### src/design/field_io_pkg.sv
// Package: register map, field layout, reset values and timing counts of the field port
`default_nettype none
package field_io_pkg;
	localparam int          CLK_FREQ_HZ      = 100_000_000;
	localparam int          HOLDOFF_MS       = 100;
	localparam int          HOLDOFF_CYCLES   = (CLK_FREQ_HZ / 1000) * HOLDOFF_MS;
	localparam int          GROUP_WIDTH      = 8;
	localparam int          IO_WIDTH         = 16;
	// Register byte offsets
	localparam logic [11:0] OUT_STATE_OFFSET = 12'h000;
	localparam logic [11:0] IN_STATE_OFFSET  = 12'h004;
	localparam logic [11:0] EDGE_CFG_OFFSET  = 12'h008;
	localparam logic [11:0] IRQ_STAT_OFFSET  = 12'h00c;
	localparam logic [11:0] IRQ_MASK_OFFSET  = 12'h010;
	localparam logic [11:0] PORT_STAT_OFFSET = 12'h014;
	// Edge configuration fields
	localparam int          EDGE_A_EN_BIT    = 0;
	localparam int          EDGE_A_FALL_BIT  = 1;
	localparam int          EDGE_B_EN_BIT    = 2;
	localparam int          EDGE_B_FALL_BIT  = 3;
	// Interrupt status fields
	localparam int          IRQ_EDGE_A_BIT   = 0;
	localparam int          IRQ_EDGE_B_BIT   = 1;
	localparam int          IRQ_SHORT_A_BIT  = 2;
	localparam int          IRQ_SHORT_B_BIT  = 3;
	localparam int          IRQ_WIDTH        = 4;
	// Port status fields
	localparam int          HOLD_A_BIT       = 0;
	localparam int          HOLD_B_BIT       = 1;
	localparam int          SCAN_LOSS_BIT    = 2;
	// Reset values
	localparam logic [15:0] OUT_STATE_RESET  = 16'h0000;
	localparam logic [3:0]  EDGE_CFG_RESET   = 4'h0;
	localparam logic [3:0]  IRQ_MASK_RESET   = 4'h0;
endpackage
`default_nettype wire

### src/design/grouped_field_io_port.sv
// Field port: sixteen switched outputs, sixteen inputs, short hold-off, edge interrupts, APB registers
//
// The register addresses and the APB slave port were left to the implementer.
`default_nettype none
module grouped_field_io_port
	import field_io_pkg::*;
#(
	parameter int HOLD_CYCLES = HOLDOFF_CYCLES
)(
	input  wire logic        pclk,          // System clock
	input  wire logic        presetn,       // Asynchronous reset, active low
	input  wire logic        psel,          // APB select
	input  wire logic        penable,       // APB enable
	input  wire logic        pwrite,        // APB write
	input  wire logic [11:0] paddr,         // APB byte address
	input  wire logic [31:0] pwdata,        // APB write data
	output logic      [31:0] prdata,        // APB read data
	output logic             pready,        // APB ready
	output logic             pslverr,       // APB error
	input  wire logic [15:0] field_in,      // Field inputs, bit 0 input 1
	input  wire logic [1:0]  short_sense,   // Short sense per group, bit 0 group A
	input  wire logic        scan_loss,     // Scan loss condition
	output logic      [15:0] switched_out,  // Switched outputs, bit 0 first output
	output logic             irq            // Level interrupt
);

	// ****************************************
	// Input synchronisers
	// ****************************************
	logic [15:0] in_s1_ff, in_s2_ff, in_s3_ff, in_ff;
	logic [1:0]  sh_s1_ff, sh_s2_ff, sh_s3_ff, sh_ff;
	logic        sl_s1_ff, sl_s2_ff, sl_s3_ff, sl_ff;
	logic [15:0] nxt_in;
	logic [1:0]  nxt_sh;
	logic        nxt_sl;

	always_comb
	begin
		// A change counts once the second and third stages agree
		nxt_in = (in_s2_ff & in_s3_ff) | (in_ff & (in_s2_ff | in_s3_ff));
		nxt_sh = (sh_s2_ff & sh_s3_ff) | (sh_ff & (sh_s2_ff | sh_s3_ff));
		nxt_sl = (sl_s2_ff & sl_s3_ff) | (sl_ff & (sl_s2_ff | sl_s3_ff));
	end

	always_ff @(posedge pclk or negedge presetn)
	begin
		if (!presetn)
		begin
			in_s1_ff <= 16'h0000;
			in_s2_ff <= 16'h0000;
			in_s3_ff <= 16'h0000;
			in_ff    <= 16'h0000;
			sh_s1_ff <= 2'h0;
			sh_s2_ff <= 2'h0;
			sh_s3_ff <= 2'h0;
			sh_ff    <= 2'h0;
			sl_s1_ff <= 1'b1;
			sl_s2_ff <= 1'b1;
			sl_s3_ff <= 1'b1;
			sl_ff    <= 1'b1;
		end
		else
		begin
			in_s1_ff <= field_in;
			in_s2_ff <= in_s1_ff;
			in_s3_ff <= in_s2_ff;
			in_ff    <= nxt_in;
			sh_s1_ff <= short_sense;
			sh_s2_ff <= sh_s1_ff;
			sh_s3_ff <= sh_s2_ff;
			sh_ff    <= nxt_sh;
			sl_s1_ff <= scan_loss;
			sl_s2_ff <= sl_s1_ff;
			sl_s3_ff <= sl_s2_ff;
			sl_ff    <= nxt_sl;
		end
	end

	// ****************************************
	// Short-circuit hold-off timers
	// ****************************************
	logic [31:0] hold_cnt_ff [2];
	logic [31:0] nxt_hold_cnt [2];
	logic [1:0]  hold_ff, nxt_hold;
	logic [1:0]  short_rise;

	always_comb
	begin
		for (int g = 0; g < 2; g++)
		begin
			nxt_hold[g]     = hold_ff[g];
			nxt_hold_cnt[g] = hold_cnt_ff[g];
			if (sh_ff[g])
			begin
				nxt_hold[g]     = 1'b1;
				nxt_hold_cnt[g] = 32'(HOLD_CYCLES - 1);
			end
			else if (hold_ff[g])
			begin
				if (hold_cnt_ff[g] == 32'h0)
					nxt_hold[g] = 1'b0;
				else
					nxt_hold_cnt[g] = hold_cnt_ff[g] - 32'h1;
			end
		end
		short_rise = sh_ff & ~hold_ff;
	end

	always_ff @(posedge pclk or negedge presetn)
	begin
		if (!presetn)
		begin
			hold_ff        <= 2'h0;
			hold_cnt_ff[0] <= 32'h0;
			hold_cnt_ff[1] <= 32'h0;
		end
		else
		begin
			hold_ff        <= nxt_hold;
			hold_cnt_ff[0] <= nxt_hold_cnt[0];
			hold_cnt_ff[1] <= nxt_hold_cnt[1];
		end
	end

	// ****************************************
	// Registers, edge detect, outputs
	// ****************************************
	logic [15:0] out_state_ff, nxt_out_state;
	logic [3:0]  edge_cfg_ff, nxt_edge_cfg;
	logic [3:0]  irq_stat_ff, nxt_irq_stat;
	logic [3:0]  irq_mask_ff, nxt_irq_mask;
	logic [1:0]  edge_prev_ff, nxt_edge_prev;
	logic [15:0] nxt_switched_out;
	logic [31:0] nxt_prdata;
	logic        nxt_pready, nxt_pslverr, nxt_irq;
	logic        wr_en, rd_en, hit;
	logic [3:0]  events;
	logic [1:0]  edge_now;

	always_comb
	begin
		wr_en     = psel & penable & pwrite & pready;
		rd_en     = psel & ~penable;
		edge_now  = {in_ff[8], in_ff[0]};
		events    = 4'h0;
		events[IRQ_EDGE_A_BIT]  = edge_cfg_ff[EDGE_A_EN_BIT] & (edge_cfg_ff[EDGE_A_FALL_BIT] ?
			(edge_prev_ff[0] & ~edge_now[0]) : (~edge_prev_ff[0] & edge_now[0]));
		events[IRQ_EDGE_B_BIT]  = edge_cfg_ff[EDGE_B_EN_BIT] & (edge_cfg_ff[EDGE_B_FALL_BIT] ?
			(edge_prev_ff[1] & ~edge_now[1]) : (~edge_prev_ff[1] & edge_now[1]));
		events[IRQ_SHORT_A_BIT] = short_rise[0];
		events[IRQ_SHORT_B_BIT] = short_rise[1];
		nxt_edge_prev = edge_now;
		nxt_out_state = out_state_ff;
		nxt_edge_cfg  = edge_cfg_ff;
		nxt_irq_mask  = irq_mask_ff;
		nxt_irq_stat  = irq_stat_ff;
		hit           = 1'b1;
		case (paddr)
			OUT_STATE_OFFSET, IN_STATE_OFFSET, EDGE_CFG_OFFSET,
			IRQ_STAT_OFFSET, IRQ_MASK_OFFSET, PORT_STAT_OFFSET: hit = 1'b1;
			default: hit = 1'b0;
		endcase
		if (wr_en)
		begin
			case (paddr)
				OUT_STATE_OFFSET: nxt_out_state = pwdata[15:0];
				EDGE_CFG_OFFSET:  nxt_edge_cfg  = pwdata[3:0];
				IRQ_MASK_OFFSET:  nxt_irq_mask  = pwdata[3:0];
				IRQ_STAT_OFFSET:  nxt_irq_stat  = irq_stat_ff & ~pwdata[3:0];
				default: ;
			endcase
		end
		nxt_irq_stat = nxt_irq_stat | events;  // Set wins over clear
		nxt_prdata = 32'h0;
		if (rd_en)
		begin
			case (paddr)
				OUT_STATE_OFFSET: nxt_prdata = {16'h0000, out_state_ff};
				IN_STATE_OFFSET:  nxt_prdata = {16'h0000, in_ff};
				EDGE_CFG_OFFSET:  nxt_prdata = {28'h0, edge_cfg_ff};
				IRQ_STAT_OFFSET:  nxt_prdata = {28'h0, irq_stat_ff};
				IRQ_MASK_OFFSET:  nxt_prdata = {28'h0, irq_mask_ff};
				PORT_STAT_OFFSET: nxt_prdata = {29'h0, sl_ff, hold_ff};
				default:          nxt_prdata = 32'h0;
			endcase
		end
		else if (psel & penable & ~pready)
			nxt_prdata = prdata;
		nxt_pready  = psel & ~penable;
		nxt_pslverr = psel & ~penable & ~hit;
		nxt_irq     = |(nxt_irq_stat & nxt_irq_mask);
		// Per group: program state unless held off; scan loss kills all
		for (int i = 0; i < IO_WIDTH; i++)
			nxt_switched_out[i] = out_state_ff[i] & ~hold_ff[i / GROUP_WIDTH] & ~sl_ff;
	end

	always_ff @(posedge pclk or negedge presetn)
	begin
		if (!presetn)
		begin
			out_state_ff <= OUT_STATE_RESET;
			edge_cfg_ff  <= EDGE_CFG_RESET;
			irq_mask_ff  <= IRQ_MASK_RESET;
			irq_stat_ff  <= 4'h0;
			edge_prev_ff <= 2'h0;
			switched_out <= 16'h0000;
			prdata       <= 32'h0;
			pready       <= 1'b0;
			pslverr      <= 1'b0;
			irq          <= 1'b0;
		end
		else
		begin
			out_state_ff <= nxt_out_state;
			edge_cfg_ff  <= nxt_edge_cfg;
			irq_mask_ff  <= nxt_irq_mask;
			irq_stat_ff  <= nxt_irq_stat;
			edge_prev_ff <= nxt_edge_prev;
			switched_out <= nxt_switched_out;
			prdata       <= nxt_prdata;
			pready       <= nxt_pready;
			pslverr      <= nxt_pslverr;
			irq          <= nxt_irq;
		end
	end

endmodule
`default_nettype wire

### config.mk
export PLATFORM = sky130hd
export DESIGN_NAME = grouped_field_io_port
export DESIGN_NICKNAME = d
export VERILOG_FILES = /design/src/design/field_io_pkg.sv /design/src/design/grouped_field_io_port.sv
export SDC_FILE = /design/constraint.sdc
export NUM_CORES = 1
export LEC_CHECK = 0
export BUFFER_PORTS_ARGS = -buffer_cell sky130_fd_sc_hd__buf_2
export CORE_ASPECT_RATIO = 0.8
export CORE_MARGIN = 8
export CORE_UTILIZATION = 50
export DETAILED_ROUTE_END_ITERATION = 10
export GPL_TIMING_DRIVEN = 0
export PLACE_DENSITY = 0.75
export SLEW_MARGIN = 0
export SYNTH_ARGS = -nofsm -noshare
export SYNTH_HDL_FRONTEND = slang
export SYNTH_SLANG_ARGS = --single-unit
### constraint.sdc
create_clock -name pclk -period 2.5 [get_ports pclk]
set_input_delay 0.5 -clock pclk [delete_from_list [all_inputs] [get_ports pclk]]
set_output_delay 0.5 -clock pclk [all_outputs]
set_load 0.05 [all_outputs]
==> impl_metrics.env <==
export IMPL_grt_max_degree=117
export IMPL_maxCapViolCount=0
export IMPL_fin_nets=934
export IMPL_cts_sinks=207
export IMPL_diodes=0
export IMPL_grt_pass1_vias=6235
export IMPL_synthArstFlopShare_pct=100
export IMPL_route_met3_wl_um=1120
export IMPL_holdBufCountCts=0
export IMPL_worstMarginPinSlew_ns=0.861
export IMPL_hold_viol=0
export IMPL_cts_tree="built"
export IMPL_crit_buf_inv=2
export IMPL_yosysWarningCount=0
export IMPL_worst_path_max_fanout=9
export IMPL_startpoint_type="register"
export IMPL_wl_per_cell_um=17.8
export IMPL_syn_area_per_cell_um2=11.8
export IMPL_htree_levels=1
export IMPL_netlist_top_cells_count="dfrtp_1, o21ai_0, nand2_1, nor2_1, or3_1"
export IMPL_synth_main_ff_cell="dfrtp_1"
export IMPL_end_kind="register"
export IMPL_wl_met1_um=9030
export IMPL_leakagePower_uw=0.00449
export IMPL_synth_largest_area_cell="dfrtp_1"
export IMPL_cts_inserted_buffers=20
export IMPL_io_pins=119
export IMPL_n_fill_cell=1283
export IMPL_final_setup_viol_count=0
export IMPL_power_density_nw_per_um2=672
export IMPL_yosysTopAreaCellShare_pct=59.3
export IMPL_die_h_um=133
export IMPL_synthesis_area_um2=8570
export IMPL_crit_chain="or4_4 -> or4_1 -> buf_2 -> nor4_4 -> buf_6 -> nor4_1 -> mux2_2"
export IMPL_relSlewSlack_pct=42.6
export IMPL_synth_seq_area_share_pct=60.5
export IMPL_critPathSlowestCell="or4_4"
export IMPL_drv_slew=0
export IMPL_synth_edf_count=0
export IMPL_clk_latency_ns=0.49
export IMPL_grt_pass1_wl_um=32000
export IMPL_io_buffers=85
export IMPL_gp_congestion=0.881
export IMPL_p_total_uw=6950
export IMPL_crit_arrival_ns=2.81
export IMPL_ant_nets=0
export IMPL_antenna_found_initial=0
export IMPL_multiInputGateArea_um2=3330
export IMPL_status="completed"
export IMPL_utilization_pct=62.1
export IMPL_drc=0
export IMPL_routed_wl_um=19600
export IMPL_yosysMostFrequentCell="dfrtp_1"
export IMPL_grt_use_total_pct=17.9
export IMPL_die_area_um2=21600
export IMPL_post_route_min_period_ns=2.43
export IMPL_wl_met2_um=8950
export IMPL_clk_pin_slew_ns=0.06
export IMPL_routed_via_density=5.67
export IMPL_vias=6217
export IMPL_netlist_instances=727
export IMPL_hpwl_um=13100
export IMPL_drt_first_iter_violations=315
export IMPL_synthDistinctLibCells=66
export IMPL_finalClockSkew_ns=0.0209
export IMPL_area_growth_pct=20.8
export IMPL_top_layer="met4"
export IMPL_fp_row_count=42
export IMPL_regArea_um2=5190
export IMPL_max_vdd_ir_drop_uv=567
export IMPL_ys_top_cells_by_area="dfrtp_1, mux2_2, o21ai_0, or3_1, maj3_1"
export IMPL_core_area_um2=16700
export IMPL_crit_type="register to register"
export IMPL_cp_required_ns=2.88
export IMPL_clock_fmax_mhz=411
export IMPL_initial_utilization_pct=51.4
export IMPL_drive_gt1_share_pct=26.5
export IMPL_die_w_um=162
export IMPL_crit_family="simple AND/OR/NAND/NOR gates"
export IMPL_finalCritPeriodShare_pct=97.3
export IMPL_grt_setup_unrepaired="false"
export IMPL_cts_path_max_buffers=3
export IMPL_hp_class="input pin to async pin"
export IMPL_max_stage_delay_ns=0.54
export IMPL_ys_ff_latch=207
export IMPL_root_buffer="clkbuf_16"
export IMPL_first_pass_iters=5
export IMPL_grt_overflow_total=0
[worst reg2reg max path, delay by kind of cell, from the launching register on]
family / cells / cell delay, ns
AND/OR/NAND/NOR: 4 / 1.25
buffers and inverters: 2 / 0.35
flip-flops: 1 / 0.44
multiplexers: 1 / 0.27
[metrics by stage]
| step | instance area (µm²) | setup TNS [ns] | hold slack, ns | std cells | setup slack [ns] |
|---|---|---|---|---|---|
| after floorplan | 8630 | 0 | 0.204 | 742 | 0.00693 |
| after global placement | 9330 | -510.72 | 0.333 | 1047 | -2.42 |
| after detailed placement | 9370 | -19.05 | 0.335 | 1048 | -0.734 |
| after CTS | 10200 | 0 | 0.0917 | 1087 | 0.000399 |
| after global routing | 10400 | 0 | 0.0946 | 1097 | 0.000254 |
| final | 10400 | 0 | 0.0676 | 1097 | 0.0685 |
[logic make-up after synthesis]
group | Yosys count | synth area share, %
adder cells (fa/ha/maj) | 21 | 2.51
XOR/XNOR | 14 | 1.43
buffers and inverters | 57 | 3.42
flip-flops | 207 | 60.5
AND/OR/NAND/NOR | 260 | 17.5
AO/OA/AOI/OAI | 137 | 10.5
other | 1 | 0.0438
multiplexers | 30 | 4.12
[metal layers]
metal  global-route usage, %  vias to the layer above
li1                        -                     2931
met1                    25.1                     3076
met2                    27.7                      172
met3                    3.42                       38
met4                    5.18                        0
met5                       0                        -
[registers in the layout, indices dropped and copies added, names as in the netlist, 2 cells and up]
| signal | flops |
|---|---|
| in_s3_ff | 16 |
| hold_cnt_ff | 64 |
| in_ff | 16 |
| irq_stat_ff | 4 |
| sh_s1_ff | 2 |
| irq_mask_ff | 4 |
| out_state_ff | 16 |
| hold_ff | 2 |
| sh_ff | 2 |
| switched_out | 16 |
| in_s1_ff | 16 |
| sh_s2_ff | 2 |
| prdata | 16 |
| edge_prev_ff | 2 |
| in_s2_ff | 16 |
| sh_s3_ff | 2 |
| edge_cfg_ff | 4 |
[worst paths after layout]
path                                          endpoint  slack [ns]  depth (start not counted)                        start
setup / recovery           hold_cnt_ff[39]$_DFFE_PN0P_        0.07                          7  hold_cnt_ff[54]$_DFFE_PN0P_
hold / removal                  in_s1_ff[12]$_DFF_PN0_        0.07                          1                      presetn
setup reg to reg           hold_cnt_ff[39]$_DFFE_PN0P_        0.07                          7  hold_cnt_ff[54]$_DFFE_PN0P_
hold reg to reg                  sh_s2_ff[0]$_DFF_PN0_        0.33                          0        sh_s1_ff[0]$_DFF_PN0_
max in group asynchronous              sl_ff$_DFF_PN1_        1.49                          2                      presetn
min in group pclk                in_s1_ff[0]$_DFF_PN0_        0.11                          1                  field_in[0]
[area by class of cell]
type	count	area share, %
inverters	13	0.471
plain buffers	40	2.31
flip-flops and latches	207	50.1
repair buffers	103	5.72
clock inverters	6	0.604
well taps	220	2.66
multi-input cells	479	32.2
clock buffers	29	5.95
[power by group]
part | internal, µW | switching (µW)
logic | 118 | 243
registers | 3450 | 76.8
clock network | 1810 | 1250
[layout by cell type, fill, tap and decap left out, types with 8 or more instances in the layout]
cell	count
nor2_1	31
nor4_1	10
nand4_1	8
o31ai_1	16
nor3_1	13
clkbuf_1	17
a21oi_1	25
dfrtp_1	202
nand2_1	40
and2_1	16
maj3_1	19
nor2b_1	9
buf_2	89
or3_1	30
buf_4	32
inv_1	13
a22oi_1	13
conb_1	16
mux2_2	22
or2_2	10
nand3_1	21
o21ai_0	43
or4_1	21
xor2_1	8
clkbuf_16	21
[what timing repair did]
item | 4_1_cts | 5_1_grt
resized for setup | 16 | 26
setup endpoints to repair | 56 | 60
setup buffers | 6 | 10
pin swaps | 6 | 6
endpoints found under the hold margin | 0 | 0
cloned | 0 | 2
Note: power is estimated with default switching activity, not from simulation.
